<file path="src/hdl/amp_cfg_pkg.sv">
/*
  Constants shared by the amplifier configuration register bank:
  register offsets, writable masks, reset values, field positions,
  timing figures and the power sequencer states.
  Assumes a single system clock at 20 MHz.
*/
package amp_cfg_pkg;

  // ************************************************************
  // register offsets (word index on the control port)
  // ************************************************************
  localparam int ADDR_W = 12;
  localparam logic [11:0] OFS_FILT_DBG = 12'h506;
  localparam logic [11:0] OFS_ACC_LO = 12'h509;
  localparam logic [11:0] OFS_ACC_HI = 12'h50A;
  localparam logic [11:0] OFS_COMP_OUT = 12'h50B;
  localparam logic [11:0] OFS_STAT0 = 12'h50C;
  localparam logic [11:0] OFS_STAT1 = 12'h50D;
  localparam logic [11:0] OFS_STAT2 = 12'h50E;
  localparam logic [11:0] OFS_STAT3 = 12'h50F;
  localparam logic [11:0] OFS_ADC_OFS = 12'h510;
  localparam logic [11:0] OFS_OUT_OFS = 12'h511;
  localparam logic [11:0] OFS_DELAY = 12'h520;
  localparam logic [11:0] OFS_ENCLK = 12'h521;
  localparam logic [11:0] OFS_MIXER = 12'h522;
  localparam logic [11:0] OFS_ANALOG = 12'h523;
  localparam logic [11:0] OFS_SPORT = 12'h524;

  // ************************************************************
  // writable masks and reset values
  // ************************************************************
  localparam logic [31:0] COMP_MASK = 32'h00FF_FFFF;
  localparam logic [31:0] ENCLK_MASK = 32'h000F_FFFF;
  localparam logic [31:0] MIXER_MASK = 32'h0F0F_3FFF;
  localparam logic [31:0] ANALOG_MASK = 32'h0100_1FFF;
  localparam logic [31:0] SPORT_MASK = 32'h3F0F_3FFF;
  localparam logic [31:0] DELAY_RST = 32'h0120_000A;
  localparam logic [31:0] CFG_RST = 32'h0000_0000;

  // ************************************************************
  // field positions
  // ************************************************************
  localparam int PUD_LSB = 0;
  localparam int DEGLITCH_LSB = 16;
  localparam int STD_LSB = 24;
  localparam int EN_BIT = 0;
  localparam int FORCE_BIT = 1;
  localparam int PULSE_BIT = 2;
  localparam int VREF_BIT = 3;
  localparam int OUTCORR_BIT = 4;
  localparam int ADCCAL_BIT = 5;
  localparam int ADCCORR_BIT = 6;
  localparam int PLLDIV_LSB = 8;
  localparam int PLLSRC_BIT = 11;
  localparam int PMCSEL_BIT = 12;
  localparam int HIGH_FIDELITY_MODE_BIT = 13;
  localparam int PCSTOP_BIT = 14;
  localparam int HPFMODE_LSB = 16;
  localparam int HPFON_BIT = 19;
  localparam int ADCGAIN_LSB = 0;
  localparam int MUTE_BIT = 6;
  localparam int ZX_BIT = 7;
  localparam int SERGAIN_LSB = 8;
  localparam int SER2DSP_BIT = 16;
  localparam int ADC2DSP_BIT = 17;
  localparam int TXSRC_LSB = 18;
  localparam int CH1_LSB = 24;
  localparam int CH2_LSB = 26;
  localparam int PAR_BIT = 2;
  localparam int ZANA_BIT = 3;
  localparam int ZDIG_BIT = 4;
  localparam int AUTOSD_BIT = 6;
  localparam int SCOFF_BIT = 9;
  localparam int THOFF_BIT = 10;
  localparam int SEMOD_BIT = 12;

  // ************************************************************
  // codes and timing
  // ************************************************************
  localparam logic [2:0] PLL_DIV_MAX = 3'h4;
  localparam logic [1:0] TX_NONE = 2'h0;
  localparam logic [1:0] TX_BAD = 2'h3;
  localparam logic [8:0] GAIN_ZERO_CODE = 9'h033;
  localparam logic [8:0] GAIN_STEP_HALF_DB = 9'h003;
  localparam int CLK_PERIOD_NS = 50;
  localparam int MS_NS = 1000000;
  localparam int TICK_CYCLES = MS_NS / CLK_PERIOD_NS;

  typedef enum logic [2:0] {
    SEQ_BOOT, SEQ_STANDBY, SEQ_RAMP_UP, SEQ_ON, SEQ_RAMP_DOWN
  } seq_state_e;

endpackage

</file>
<file path="src/hdl/amp_dsp_config_debug_regs.sv">
/*
  Configuration, mixer and debug register bank of the stereo class D
  amplifier, with the enable source logic and power sequencer it steers.
  Assumes a word-wide register port driven by the two-wire control engine,
  status inputs on clk_sys except the shutdown pin, which is asynchronous.
*/
//
// How it works
// - in manual mode the enable bit turns the device on or off
// - force bit picks the enable source: shutdown pin or register bit
// - pulse bit: pin needs a stable level, or a pulse toggles enable
// - sequencer advances after state delay, or waits for stable reference
// - delay word holds power-up delay, state delay and a deglitch field that the pin filter never uses
// - three bits pick the PLL input divider, codes above 100 unused
// - bit 11 picks PLL source, bit 12 picks power management clock
// - high fidelity bit forces a 4096fs PLL output
// - processor clock stops after configuration when its stop bit is set
// - high-pass filter enable bit and three-bit filter mode
// - three bits enable offset correction, calibration and correction
// - both path gains: code 0 is -76.5 dB, 1.5 dB steps, 0x33 is 0 dB
// - mixer bit 6 mutes, bit 7 turns zero crossing detection off
// - two bits pass serial and ADC audio into the processor
// - transmitter source: none, ADC, processor; code 11 unused
// - each output channel source: off, processor, serial, ADC
// - silence on analog or serial input can auto-disable the amplifiers
// - faults can disable amplifiers; short and thermal guards can be off
// - parallel output mode and single edge modulation bits
// - compressor word reads a 24-bit sample, upper bits zero
// - four read-only 32-bit statistics words
// - offset words: right/channel 1 low half, left/channel 2 high half
`timescale 1ns/1ps
`default_nettype none
module amp_dsp_config_debug_regs
  import amp_cfg_pkg::*;
#(
  parameter int TICK_CYC = TICK_CYCLES
) (
  input wire logic clk_sys, // system clock
  input wire logic nrst, // async reset, active low
  input wire logic shutdown_n_pin, // shutdown pin, asynchronous
  input wire logic reg_wr, // write strobe
  input wire logic reg_rd, // read strobe
  input wire logic [ADDR_W-1:0] reg_addr, // register index
  input wire logic [31:0] reg_wdata, // write data
  output logic [31:0] reg_rdata, // read data
  output logic reg_rd_valid, // read data valid pulse
  input wire logic [31:0] filt_dbg_in, // filter debug data
  input wire logic [31:0] acc_lo_in, // accumulator low word
  input wire logic [31:0] acc_hi_in, // accumulator high word
  input wire logic [23:0] comp_in, // compressor output sample
  input wire logic [127:0] stat_in, // four statistics counts
  input wire logic vref_stable, // reference reports stable
  input wire logic analog_present, // analog input detected
  input wire logic serial_present, // serial audio present
  input wire logic short_fault, // output short detected
  input wire logic thermal_fault, // over temperature
  output logic amp_enable, // amplifiers running
  output logic dev_enabled, // sequencer in on state
  output logic proc_clk_en, // processor clock runs
  output logic [2:0] pll_div_sel, // PLL input divider code
  output logic pll_div_ok, // divider code is a defined one
  output logic pll_src_bclk, // PLL from serial bit clock
  output logic pmc_clk_ext, // power management on PLL source
  output logic high_fidelity_mode, // PLL fixed at 4096fs
  output logic adc_highpass_on, // ADC high-pass enabled
  output logic [2:0] adc_highpass_mode, // high-pass mode
  output logic output_offset_correct, // output offset correction
  output logic adc_offset_calibrate, // ADC offset calibration
  output logic adc_offset_correct, // ADC offset correction
  output logic signed [8:0] adc_gain_hdb, // ADC gain, half dB
  output logic signed [8:0] serial_gain_hdb, // serial gain, half dB
  output logic output_mute, // output muted
  output logic zero_cross_off, // zero crossing detect off
  output logic serial_to_dsp, // serial audio to processor
  output logic adc_to_dsp, // ADC audio to processor
  output logic [1:0] transmitter_source, // transmitter source
  output logic [1:0] channel1_source, // channel 1 source
  output logic [1:0] channel2_source, // channel 2 source
  output logic parallel_mode, // channels in parallel
  output logic single_edge_modulation, // single edge modulation
  output logic short_protect_on, // short protection active
  output logic thermal_protect_on, // thermal shutdown active
  output logic [15:0] adc_right_offset, // ADC right offset
  output logic [15:0] adc_left_offset, // ADC left offset
  output logic [15:0] channel1_offset, // channel 1 offset
  output logic [15:0] channel2_offset, // channel 2 offset
  output logic [31:0] sport_cfg // serial port config word
);

  // ************************************************************
  // helpers
  // ************************************************************
  function automatic logic signed [8:0] gain_hdb(input logic [5:0] code);
    logic [8:0] d;
    d = {3'h0, code} - GAIN_ZERO_CODE;
    return $signed(9'(d * GAIN_STEP_HALF_DB));
  endfunction

  // ************************************************************
  // register storage and decode
  // ************************************************************
  logic [31:0] adc_ofs_reg, out_ofs_reg, delay_reg, enclk_reg;
  logic [31:0] mixer_reg, analog_reg, sport_reg;
  logic [31:0] rdata_reg, rd_mux;
  logic rd_valid_reg;

  wire wr_adc_ofs = reg_wr && (reg_addr == OFS_ADC_OFS);
  wire wr_out_ofs = reg_wr && (reg_addr == OFS_OUT_OFS);
  wire wr_delay = reg_wr && (reg_addr == OFS_DELAY);
  wire wr_enclk = reg_wr && (reg_addr == OFS_ENCLK);
  wire wr_mixer = reg_wr && (reg_addr == OFS_MIXER);
  wire wr_analog = reg_wr && (reg_addr == OFS_ANALOG);
  wire wr_sport = reg_wr && (reg_addr == OFS_SPORT);

  always_ff @(posedge clk_sys or negedge nrst) begin
    if (!nrst) begin
      adc_ofs_reg <= CFG_RST;
      out_ofs_reg <= CFG_RST;
      delay_reg <= DELAY_RST;
      enclk_reg <= CFG_RST;
      mixer_reg <= CFG_RST;
      analog_reg <= CFG_RST;
      sport_reg <= CFG_RST;
    end else begin
      if (wr_adc_ofs) adc_ofs_reg <= reg_wdata;
      if (wr_out_ofs) out_ofs_reg <= reg_wdata;
      if (wr_delay) delay_reg <= reg_wdata;
      if (wr_enclk) enclk_reg <= reg_wdata & ENCLK_MASK;
      if (wr_mixer) mixer_reg <= reg_wdata & MIXER_MASK;
      if (wr_analog) analog_reg <= reg_wdata & ANALOG_MASK;
      if (wr_sport) sport_reg <= reg_wdata & SPORT_MASK;
    end
  end

  // read-only words are sampled live; a read of them never alters them
  always_comb begin
    rd_mux = 32'h0000_0000;
    case (reg_addr)
      OFS_FILT_DBG: rd_mux = filt_dbg_in;
      OFS_ACC_LO: rd_mux = acc_lo_in;
      OFS_ACC_HI: rd_mux = acc_hi_in;
      OFS_COMP_OUT: rd_mux = {8'h00, comp_in} & COMP_MASK;
      OFS_STAT0: rd_mux = stat_in[31:0];
      OFS_STAT1: rd_mux = stat_in[63:32];
      OFS_STAT2: rd_mux = stat_in[95:64];
      OFS_STAT3: rd_mux = stat_in[127:96];
      OFS_ADC_OFS: rd_mux = adc_ofs_reg;
      OFS_OUT_OFS: rd_mux = out_ofs_reg;
      OFS_DELAY: rd_mux = delay_reg;
      OFS_ENCLK: rd_mux = enclk_reg;
      OFS_MIXER: rd_mux = mixer_reg;
      OFS_ANALOG: rd_mux = analog_reg;
      OFS_SPORT: rd_mux = sport_reg;
      default: rd_mux = 32'h0000_0000;
    endcase
  end

  always_ff @(posedge clk_sys or negedge nrst) begin
    if (!nrst) begin
      rdata_reg <= 32'h0000_0000;
      rd_valid_reg <= 1'b0;
    end else begin
      rd_valid_reg <= reg_rd;
      if (reg_rd) rdata_reg <= rd_mux;
    end
  end

  // ************************************************************
  // shutdown pin and enable source
  // ************************************************************
  logic [2:0] pin_s_reg;
  logic pin_level_reg, pulse_en_reg;

  // a change counts only once the second and third stages agree
  wire pin_agree = (pin_s_reg[1] == pin_s_reg[2]);
  wire pin_rise = pin_agree && pin_s_reg[2] && !pin_level_reg;
  wire force_reg_src = enclk_reg[FORCE_BIT];
  wire pulse_mode = enclk_reg[PULSE_BIT];
  wire pin_req = pulse_mode ? pulse_en_reg : pin_level_reg;
  wire enable_req = force_reg_src ? enclk_reg[EN_BIT] : pin_req;

  always_ff @(posedge clk_sys or negedge nrst) begin
    if (!nrst) begin
      pin_s_reg <= 3'h0;
      pin_level_reg <= 1'b0;
      pulse_en_reg <= 1'b0;
    end else begin
      pin_s_reg <= {pin_s_reg[1:0], shutdown_n_pin};
      if (pin_agree) pin_level_reg <= pin_s_reg[2];
      if (pin_rise && pulse_mode) pulse_en_reg <= !pulse_en_reg;
    end
  end

  // ************************************************************
  // power sequencer
  // ************************************************************
  seq_state_e state_reg, state_next;
  logic [15:0] tick_cnt_reg, ms_cnt_reg;
  logic [15:0] wait_target;

  wire ms_tick = (tick_cnt_reg == 16'(TICK_CYC - 1));
  wire wait_done = (ms_cnt_reg >= wait_target);
  wire vref_mode = enclk_reg[VREF_BIT];

  // boot waits the power-up delay, ramps wait the state delay
  assign wait_target = (state_reg == SEQ_BOOT) ?
    delay_reg[PUD_LSB +: 16] : {8'h00, delay_reg[STD_LSB +: 8]};

  always_comb begin
    state_next = state_reg;
    unique case (state_reg)
      SEQ_BOOT: if (wait_done) state_next = SEQ_STANDBY;
      SEQ_STANDBY: if (enable_req) state_next = SEQ_RAMP_UP;
      SEQ_RAMP_UP: begin
        if (!enable_req) state_next = SEQ_RAMP_DOWN;
        else if (vref_mode ? vref_stable : wait_done)
          state_next = SEQ_ON;
      end
      SEQ_ON: if (!enable_req) state_next = SEQ_RAMP_DOWN;
      SEQ_RAMP_DOWN: if (wait_done) state_next = SEQ_STANDBY;
    endcase
  end

  // timers restart on every state change so each wait counts from entry
  always_ff @(posedge clk_sys or negedge nrst) begin
    if (!nrst) begin
      state_reg <= SEQ_BOOT;
      tick_cnt_reg <= 16'h0000;
      ms_cnt_reg <= 16'h0000;
    end else begin
      state_reg <= state_next;
      if (state_next != state_reg || ms_tick) tick_cnt_reg <= 16'h0000;
      else tick_cnt_reg <= tick_cnt_reg + 16'h0001;
      if (state_next != state_reg) ms_cnt_reg <= 16'h0000;
      else if (ms_tick && !wait_done) ms_cnt_reg <= ms_cnt_reg + 16'h0001;
    end
  end

  // ************************************************************
  // decoded outputs
  // ************************************************************
  logic amp_en_reg, dev_en_reg, proc_clk_reg;
  logic div_ok_reg, short_on_reg, therm_on_reg;
  logic signed [8:0] adc_gain_reg, ser_gain_reg;
  logic [1:0] tx_src_reg;

  wire fault_hit = (short_fault && !analog_reg[SCOFF_BIT]) ||
    (thermal_fault && !analog_reg[THOFF_BIT]);
  wire silence_off = (analog_reg[ZANA_BIT] && !analog_present) ||
    (analog_reg[ZDIG_BIT] && !serial_present);
  wire amp_next = (state_reg == SEQ_ON) && !silence_off &&
    !(analog_reg[AUTOSD_BIT] && fault_hit);
  wire [1:0] tx_field = mixer_reg[TXSRC_LSB +: 2];

  always_ff @(posedge clk_sys or negedge nrst) begin
    if (!nrst) begin
      amp_en_reg <= 1'b0;
      dev_en_reg <= 1'b0;
      proc_clk_reg <= 1'b1;
      adc_gain_reg <= 9'sh000;
      ser_gain_reg <= 9'sh000;
      tx_src_reg <= TX_NONE;
      div_ok_reg <= 1'b1;
      short_on_reg <= 1'b1;
      therm_on_reg <= 1'b1;
    end else begin
      amp_en_reg <= amp_next;
      dev_en_reg <= (state_reg == SEQ_ON);
      // configuration is complete once the sequencer reaches on
      proc_clk_reg <= !(enclk_reg[PCSTOP_BIT] && state_reg == SEQ_ON);
      adc_gain_reg <= gain_hdb(mixer_reg[ADCGAIN_LSB +: 6]);
      ser_gain_reg <= gain_hdb(mixer_reg[SERGAIN_LSB +: 6]);
      tx_src_reg <= (tx_field == TX_BAD) ? TX_NONE : tx_field;
      div_ok_reg <= (enclk_reg[PLLDIV_LSB +: 3] <= PLL_DIV_MAX);
      short_on_reg <= !analog_reg[SCOFF_BIT];
      therm_on_reg <= !analog_reg[THOFF_BIT];
    end
  end

  assign reg_rdata = rdata_reg;
  assign reg_rd_valid = rd_valid_reg;
  assign amp_enable = amp_en_reg;
  assign dev_enabled = dev_en_reg;
  assign proc_clk_en = proc_clk_reg;
  assign pll_div_sel = enclk_reg[PLLDIV_LSB +: 3];
  assign pll_div_ok = div_ok_reg;
  assign pll_src_bclk = enclk_reg[PLLSRC_BIT];
  assign pmc_clk_ext = enclk_reg[PMCSEL_BIT];
  assign high_fidelity_mode = enclk_reg[HIGH_FIDELITY_MODE_BIT];
  assign adc_highpass_on = enclk_reg[HPFON_BIT];
  assign adc_highpass_mode = enclk_reg[HPFMODE_LSB +: 3];
  assign output_offset_correct = enclk_reg[OUTCORR_BIT];
  assign adc_offset_calibrate = enclk_reg[ADCCAL_BIT];
  assign adc_offset_correct = enclk_reg[ADCCORR_BIT];
  assign adc_gain_hdb = adc_gain_reg;
  assign serial_gain_hdb = ser_gain_reg;
  assign output_mute = mixer_reg[MUTE_BIT];
  assign zero_cross_off = mixer_reg[ZX_BIT];
  assign serial_to_dsp = mixer_reg[SER2DSP_BIT];
  assign adc_to_dsp = mixer_reg[ADC2DSP_BIT];
  assign transmitter_source = tx_src_reg;
  assign channel1_source = mixer_reg[CH1_LSB +: 2];
  assign channel2_source = mixer_reg[CH2_LSB +: 2];
  assign parallel_mode = analog_reg[PAR_BIT];
  assign single_edge_modulation = analog_reg[SEMOD_BIT];
  assign short_protect_on = short_on_reg;
  assign thermal_protect_on = therm_on_reg;
  assign adc_right_offset = adc_ofs_reg[15:0];
  assign adc_left_offset = adc_ofs_reg[31:16];
  assign channel1_offset = out_ofs_reg[15:0];
  assign channel2_offset = out_ofs_reg[31:16];
  assign sport_cfg = sport_reg;
endmodule // amp_dsp_config_debug_regs
`default_nettype wire

</file>
<file path="config.mk">
export PLATFORM = sky130hd
export DESIGN_NAME = amp_dsp_config_debug_regs
export DESIGN_NICKNAME = d
export VERILOG_FILES = /design/src/hdl/amp_cfg_pkg.sv /design/src/hdl/amp_dsp_config_debug_regs.sv
export SDC_FILE = /design/constraint.sdc
export NUM_CORES = 1
export LEC_CHECK = 0
export CORE_MARGIN = 2
export CORE_UTILIZATION = 30
export CTS_CLUSTER_SIZE = 25
export DETAILED_ROUTE_END_ITERATION = 7
export DONT_BUFFER_PORTS = 1
export HOLD_SLACK_MARGIN = 0.12
export SETUP_SLACK_MARGIN = 0.05
export SLEW_MARGIN = 20
export SYNTH_ARGS = -nofsm -noshare
export SYNTH_HDL_FRONTEND = slang
export SYNTH_SLANG_ARGS = --single-unit
</file>
<file path="constraint.sdc">
create_clock -name clk_sys -period 4.9 [get_ports clk_sys]
set_input_delay 0.49 -clock clk_sys [delete_from_list [all_inputs] [get_ports clk_sys]]
set_output_delay 0.49 -clock clk_sys [all_outputs]
set_load 0.05 [all_outputs]
</file>
======== Yosys cells after proc, flatten, opt, wreduce, memory -nomap -nowiden ========
Index checks and enable logic that the tools add are counted.
storage, ports and cells
  bits in registers ....................... 275
  latch bits .............................. 0
  RAM bits ................................ 0
  memory bits (read-only) ................. 0
  bits of input ports ..................... 302
  output and inout port bits .............. 178
  memories ................................ 0
operators by class
  add/subtract/negate cells ............... 4
  multiply operators ...................... 2
  divide/modulo/power cells ............... 0
  order comparisons ....................... 2
  equality and inequality tests ........... 23
  shift-type cells ........................ 0
  muxes and demuxes ....................... 15
  bitwise operators ....................... 0
  reduce and logical (&&, ||, !) cells .... 35
operators with widths
  operator                                               count
  case mux 32 bit (15 select lines)                      1
  == test 12 x 11 -> 1 bit, second input constant        15
  two-way mux 16 bit                                     4
  adder 16 x 1 -> 16 bit, second input constant          2
  logical AND 1 bit                                      19
  multiplier 9 x 2 -> 9 bit, second input constant       2
  == test 16 x 15 -> 1 bit, second input constant        1
  >= comparator 16 bit                                   1
  two-way mux 3 bit                                      5
  subtractor 6 x 6 -> 7 bit, second input constant       2
  case mux 3 bit (4 select lines)                        1
  zero test 1 bit                                        10
  == test 3 x 2 -> 1 bit, second input constant          2
  == test 3 x 1 -> 1 bit, second input constant          1
  == test 3 bit, second input constant                   1
  less-or-equal comparator 3 bit, second input constant  1
  zero test 3 bit                                        1
  logical OR 1 bit                                       3
  two-way mux 1 bit                                      3
  inequality test 3 bit                                  1
  == test 2 bit, second input constant                   1
  two-way mux 2 bit                                      1
  nonzero test 2 bit                                     1
  OR reduction 2 bit                                     1
  == test 1 bit                                          1

======== Longest topological paths before layout ========
Gate-level depths: netlist (run 1).
  word-level depth ........................ 10
  depth in mapped cells ................... 12
  gate-level depth less buffers ........... 9

======== Least setup slack after synthesis (run 1) ========
No wires, ideal clock.
  path kind ............................... reg-to-reg
  start point ............................. register state_reg[0]
  end point ............................... register ms_cnt_reg[10]
  setup time .............................. 94 ps
  arrival ................................. 3,613 ps
  required time ........................... 4,806 ps
  path slack .............................. 1,193 ps
  stages on the path, launching flop included .. 13
  cell sequence ........................... dfrtp_1 > clkbuf_1 > nor3_1 > clkbuf_1 > nand2_1 > ha_1 > a21oi_1 > o21ai_0 > o21ba_2 > clkbuf_1 > or4_4 > or3_1 > a211oi_1
between the ends
  longest elaborated chain between the ends .. 9
ends and longest elaborated chain
  what                                                      line                                                                RTL
  start, declared                                           amp_dsp_config_debug_regs.sv:197                                    seq_state_e state_reg, state_next;
  start signal, assigned                                    amp_dsp_config_debug_regs.sv:231                                    state_reg <= state_next;
  zero test 3 bit                                           amp_dsp_config_debug_regs.sv:206, amp_dsp_config_debug_regs.sv:211
  two-way mux 16 bit                                        amp_dsp_config_debug_regs.sv:206                                    assign wait_target = (state_reg == SEQ_BOOT) ?
  >= comparator 16 bit                                      amp_dsp_config_debug_regs.sv:202                                    wire wait_done = (ms_cnt_reg >= wait_target);
  two-way mux 1 bit                                         amp_dsp_config_debug_regs.sv:216                                    else if (vref_mode ? vref_stable : wait_done)
  two-way mux 3 bit                                         amp_dsp_config_debug_regs.sv:216
  two-way mux 3 bit                                         amp_dsp_config_debug_regs.sv:215                                    if (!enable_req) state_next = SEQ_RAMP_DOWN;
  case mux 3 bit (4 select lines)                           amp_dsp_config_debug_regs.sv:211                                    unique case (state_reg)
  inequality test 3 bit                                     amp_dsp_config_debug_regs.sv:234                                    if (state_next != state_reg) ms_cnt_reg <= 16'h0000;
  two-way mux 16 bit or nonzero test 2 bit (tied branches)  --
  end signal, assigned                                      amp_dsp_config_debug_regs.sv:235                                    else if (ms_tick && !wait_done) ms_cnt_reg <= ms_cnt_reg + 16'h0001;
  end, declared                                             amp_dsp_config_debug_regs.sv:198                                    logic [15:0] tick_cnt_reg, ms_cnt_reg;
Several ways; a longest one is shown, not always the timed one.
A chain may end at the register's enable or synchronous reset.

======== Final worst setup path (run 1) ========
  start point ............................. register state_reg[0]
  end point ............................... register ms_cnt_reg[9]
The elaborated chain is that of the path after synthesis.

==> results of run 1 <==
[area by class of cell]
| type | instances | area, µm² |
|---|---|---|
| multi-input combinational | 940 | 7690 |
| clock buffer | 42 | 902 |
| tap | 664 | 831 |
| sequential | 275 | 6890 |
| inverter | 22 | 82.6 |
| timing repair buffer | 65 | 573 |
| antenna | 8 | 20.0 |
| fill | 4861 | 31900 |
| clock inverter | 20 | 235 |
[worst register-to-register path, cell delays in order (launching register included)]
cell      delay [ps]
dfrtp_1          460
nor3_2           540
buf_4            300
nand2_1           80
ha_1             300
a21oi_1          150
nor2b_1           60
o21ai_0          320
nand3_1          560
buf_4            390
or4_1            470
a211oi_1         230
[power groups by stage]
stage,clock [mW],sequential (mW),combinational (mW)
2_1_floorplan,0,2.43,0.331
3_3_place_gp,0,2.46,0.390
3_5_place_dp,0,2.46,0.400
4_1_cts,2.66,2.42,0.452
5_1_grt,2.75,2.43,0.484
6_report,2.61,2.42,0.452
[path summary, 6_finish.rpt]
check	start	to	slack, ps	depth (start not counted)
worst min register to register	pin_s_reg[1]$_DFF_PN0_	pin_s_reg[2]$_DFF_PN0_	400	0
worst max register to register	state_reg[0]$_DFF_PN0_	ms_cnt_reg[9]$_DFFE_PN0P_	950	11
max in group asynchronous	nrst	mixer_reg[25]$_DFFE_PN0P_	4660	0
worst max-delay path	state_reg[0]$_DFF_PN0_	ms_cnt_reg[9]$_DFFE_PN0P_	950	11
min in group clk_sys	vref_stable	state_reg[0]$_DFF_PN0_	160	2
worst min-delay path	nrst	adc_ofs_reg[4]$_DFFE_PN0P_	-360	0
[synthesized netlist by cell type (all sizes together) (4+ instances only)]
master	count
dfrtp	267
mux2	189
nand2	90
clkbuf	72
a22oi	63
nand3	40
nor2	40
buf	39
a21oi	33
ha	33
a221oi	31
o21ai	28
nor3	27
a22o	24
a222oi	22
inv	22
mux2i	20
nand4	20
xnor2	20
a211oi	18
a32oi	18
xor2	14
a21o	13
and3	12
mux4	12
nor4	11
o2bb2ai	11
or3	11
or4	11
nand2b	10
nor2b	10
a32o	9
dfstp	8
o31ai	8
and2	7
a2bb2oi	6
nand3b	6
o211ai	6
or4b	6
a31oi	5
and4	5
o21a	5
o21bai	5
or2	4
[per-layer routing]
| layer | track usage | vias to the layer above | share of wire |
|---|---|---|---|
| met2 | 0.395 | 895 | 0.46 |
| li1 | - | 5148 | - |
| met4 | 0.131 | 0 | 0.051 |
| met1 | 0.308 | 6442 | 0.38 |
| met5 | 0 | - | 0 |
| met3 | 0.0890 | 183 | 0.11 |
[metrics by stage]
stage	area, µm²	power [mW]	util
3_3_place_gp	15700	2.85	0.320
6_report	17200	5.48	0.350
2_1_floorplan	15000	2.76	-
4_1_cts	17200	5.53	0.350
3_5_place_dp	15700	2.86	0.320
5_1_grt	17200	5.65	0.350
[logic make-up (layout without fill, tap and decap cells)]
kind of cell / Yosys count / after routing / synth area share
AND/OR/NAND/NOR: 323 / 323 / 0.117
AO/OA/AOI/OAI: 319 / 319 / 0.163
flip-flops: 275 / 275 / 0.459
multiplexers: 221 / 221 / 0.173
buffers and inverters: 133 / 149 / 0.0380
adder cells (fa/ha/maj): 35 / 35 / 0.0302
XOR/XNOR: 34 / 34 / 0.0198
other: 1 / 16 / 0.000250
==> impl_metrics.tcl, run 1 <==
set metrics [dict create \
    cp.buffers_inverters 2 \
    drv_slew 0 \
    pwr-share-seq 0.442 \
    cp_slowest_cell "nand3_1" \
    layout_commonest_cell "dfrtp_1" \
    p_comb_frac 0.082 \
    critPathRequiredTime_ps 5350 \
    clockBufferDepth 3 \
    grt_pass1_wl_mm 96.0 \
    clock_sinks 275 \
    violations "hold timing" \
    crit_path_max_incr_delay_ps 560 \
    period_share 0.807 \
    synth_ff_type "dfrtp_1" \
    criticalPathCategory "flip-flop to flip-flop" \
    synth.cell_area_um2 15000 \
    drt-total-wl_mm 67.3 \
    postRouteAntennaNets 0 \
    avgSynthCellArea_um2 11.2 \
    core-area_um2 49200 \
    io_pins 480 \
    vdd_drop_max_mv 0.246 \
    clock_skew_ps 30.5 \
    final-hold-violation-count 270 \
    drt-wirelength-per-cell_um 33.0 \
    die_y_um 228 \
    antenna_found_initial 9 \
    async_flop_share 1.00 \
    ys_warn_count 0 \
    vias 12700 \
    finalNonFillerCells 2036 \
    syn_inst 1341 \
    outcome "complete, but fails checks" \
    max-slew-margin-rel 0.125 \
    fin_nets 1676 \
    ys_ff_latch 275 \
    p_sw_frac 0.270 \
    p_switching_mw 1.48 \
    ys_seq_area_frac 0.459 \
    dieArea_um2 51900 \
    vias_per_cell 6.22 \
    hold_ws_ps -357 \
    tightest_slew_ps 1310 \
    cts.reportedPaths.clkPinSlew_ps 60 \
    cts.repair.resized 0 \
    place_inst 1932 \
    synth_cell_types 72 \
    dp_slack_ps 1020 \
    io_buffers 0 \
    max_cap_viol_count 0 \
    finalWeightedCongestion 0.980 \
    crit_arrival_ps 4400 \
    rsz0062_at_grt "no" \
    cts_root_buf "clkbuf_16" \
    finalSetupViolCount 0 \
    grt.overflow.total 0 \
    synth_edf_count 0 \
    power_frac_clock 0.476 \
    max_freq_ghz 0.253 \
    first_iter_violations 1274 \
    end_kind "flip-flop" \
    mostFrequentLayoutCells "dfrtp_1, mux2_2, nand2_1" \
    cpMostUsedCell "buf_4" \
    p_per_area_nw_per_um2 318 \
    cts_tree "done" \
    setup_slack_ps 948 \
    post_cts_buffers 0 \
    hold_path_class "primary input to async pin" \
    cts_made_buffers 35 \
    drt-pass1-iter-count 6 \
    grt_pass1_vias 12900 \
    grt_start_max_net_pins 276 \
    cp_max_fo 20 \
    start_util 0.306 \
    netlist_top_cells_area "dfrtp_1, mux2_2, a22oi_1" \
    die_w_um 228 \
    drc_errors 0 \
    grt_usage 0.253 \
    tns_ps 0 \
    row_count 81 \
    cts-htree-levels 2 \
    synth_top_area_frac 0.445 \
    start_kind "flip-flop" \
    p_leak_nw 7.34 \
    min_period_ps 3950 \
    p_int_mw 4.00 \
    layout-drive-gt1-share 0.246 \
    crit_family "simple AND/OR/NAND/NOR gates" \
    holdBufCountCts 34 \
    path_cells "nor3_2 > buf_4 > nand2_1 > ha_1 > a21oi_1 > nor2b_1 > o21ai_0 > nand3_1 > buf_4 > or4_1 > a211oi_1" \
    dp_hpwl_mm 49.3 \
    area_growth_syn_to_layout_pct 14.7 \
    yosysTopAreaCell "dfrtp_1" \
    clk_latency_ps 550 \
]
Note: power is estimated with default switching activity, not from simulation.
==> run 2, diff against run 1 <==
==> constraint.sdc (replaced) <==
create_clock -name clk_sys -period 3.77 [get_ports clk_sys]
set_input_delay 0.377 -clock clk_sys [delete_from_list [all_inputs] [get_ports clk_sys]]
set_output_delay 0.377 -clock clk_sys [all_outputs]
set_load 0.05 [all_outputs]
==> run 2 against run 1 <==
Compared with the run above: the run still ends with hold timing left; register-to-register slack lost 530 ps; largest power group unchanged; combinational power is 41% higher; global-route usage up 0.71 points.
==> impl_metrics.tcl, run 2 (synthesized netlist as in run 1, its figures left out) <==
set metrics [dict create \
    criticalPathCategory "primary input to flip-flop" \
    p_sw_frac 0.270 \
    first_iter_violations 1419 \
    max_freq_ghz 0.292 \
    drc_errors 0 \
    clk_latency_ps 550 \
    min_period_ps 3430 \
    vias_per_cell 6.16 \
    area_growth_syn_to_layout_pct 18.5 \
    tightest_slew_ps 1050 \
    die_y_um 228 \
    p_int_mw 5.14 \
    drt-pass1-iter-count 7 \
    dp_hpwl_mm 50.6 \
    grt_pass1_vias 13300 \
    start_kind "primary input" \
    fin_nets 1737 \
    cp_max_fo 12 \
    drt-total-wl_mm 68.9 \
    cts.reportedPaths.clkPinSlew_ps 60 \
    end_kind "flip-flop" \
    crit_arrival_ps 3910 \
    utilization 0.362 \
    io_buffers 0 \
    violations "hold timing" \
    drt-wirelength-per-cell_um 32.9 \
    max-slew-margin-rel 0.296 \
    vdd_drop_max_mv 0.309 \
    place_inst 1949 \
    tns_ps 0 \
    antenna_found_initial 8 \
    vias 12900 \
    finalNonFillerCells 2095 \
    layout_commonest_cell "dfrtp_1" \
    outcome "complete, but fails checks" \
    hold_path_class "primary input to async pin" \
    die_w_um 228 \
    finalWeightedCongestion 0.993 \
    p_per_area_nw_per_um2 396 \
    rsz0062_at_grt "no" \
    final-hold-violation-count 275 \
    post_dp_cell_area_um2 15900 \
    grt_usage 0.260 \
    critPathRequiredTime_ps 4250 \
    grt_pass1_wl_mm 98.9 \
    final_cell_area_um2 17800 \
    drv_slew 0 \
    cts_tree "done" \
    layout-drive-gt1-share 0.244 \
    hold_ws_ps -475 \
    setup_slack_ps 340 \
    cts_root_buf "clkbuf_16" \
    p_leak_nw 7.60 \
    finalSetupViolCount 0 \
    clockBufferDepth 3 \
    pwr-share-seq 0.447 \
    cts_made_buffers 34 \
    clock_sinks 275 \
    grt_start_max_net_pins 276 \
    dieArea_um2 51900 \
    cts-htree-levels 2 \
    io_pins 480 \
    holdBufCountCts 79 \
    grt.overflow.total 0 \
    postRouteAntennaNets 0 \
    dp_slack_ps 436 \
    max_cap_viol_count 0 \
    power_frac_clock 0.462 \
    period_share 0.910 \
    core-area_um2 49200 \
    clock_skew_ps 26.3 \
    power_mw 7.04 \
    p_comb_frac 0.091 \
    start_util 0.306 \
    mostFrequentLayoutCells "dfrtp_1, mux2_2, nand2_1" \
    row_count 81 \
    p_switching_mw 1.90 \
]
## run 2: cell count changes in the layout (fill, tap and decap cells not counted), moves of 2 or more
cell	before	now
buf_12	0	2
buf_4	31	46
bufinv_16	4	1
clkbuf_8	0	6
clkinv_2	10	5
dlygate4sd3_1	34	79
## run 2: final timing paths
check / startpoint / endpoint / slack, ps / cells after the start
hold / removal: nrst / dev_enabled$_DFF_PN0_ / -480 / 0
hold reg to reg: pin_s_reg[1]$_DFF_PN0_ / pin_s_reg[2]$_DFF_PN0_ / 400 / 0
setup reg to reg: state_reg[0]$_DFF_PN0_ / ms_cnt_reg[0]$_DFFE_PN0P_ / 420 / 11
min in group clk_sys: serial_present / amp_enable$_DFF_PN0_ / 150 / 2
max in group asynchronous: nrst / mixer_reg[13]$_DFFE_PN0P_ / 3760 / 0
setup / recovery: reg_addr[7] / reg_rdata[10]$_DFFE_PN0P_ / 340 / 8
## run 2: metal layers
| layer | wire, µm | global-route usage | up-vias |
|---|---|---|---|
| met5 | 5 | 0 | - |
| met4 | 3580 | 0.128 | 2 |
| met3 | 8350 | 0.0967 | 205 |
| met2 | 31200 | 0.409 | 910 |
| met1 | 25800 | 0.314 | 6507 |
| li1 | - | - | 5273 |
## run 2: critical path, cell delays in order
cell           delay [ps]
nor4b_1               750
nand3_1               520
nor2_4                540
buf_4                 250
a221oi_1               80
dlygate4sd3_1         580
a32oi_1               200
dlygate4sd3_1         600
## run 2: repair_timing
action | 4_1_cts | 5_1_grt
endpoints found under the setup margin | 0 | 2
resized for setup | 0 | 1
endpoints found under the hold margin | 474 | 275
buffers inserted | 0 | 0
## run 2: final cells by class
cell class,instances,area [µm²]
Fill cell,4872,31400
Multi-Input combinational cell,940,7690
Sequential cell,275,6890
Timing Repair Buffer,127,1180
Clock buffer,49,988
Tap cell,664,831
Clock inverter,11,113
Inverter,22,82.6
Antenna cell,7,17.5
## run 2: power groups by stage
stage / logic [mW] / registers [mW] / clock network [mW]
floorplan: 0.430 / 3.16 / 0
detailed placement: 0.552 / 3.20 / 0
global route: 0.683 / 3.15 / 3.46
global placement: 0.534 / 3.19 / 0
finish: 0.637 / 3.14 / 3.25
CTS: 0.638 / 3.14 / 3.34
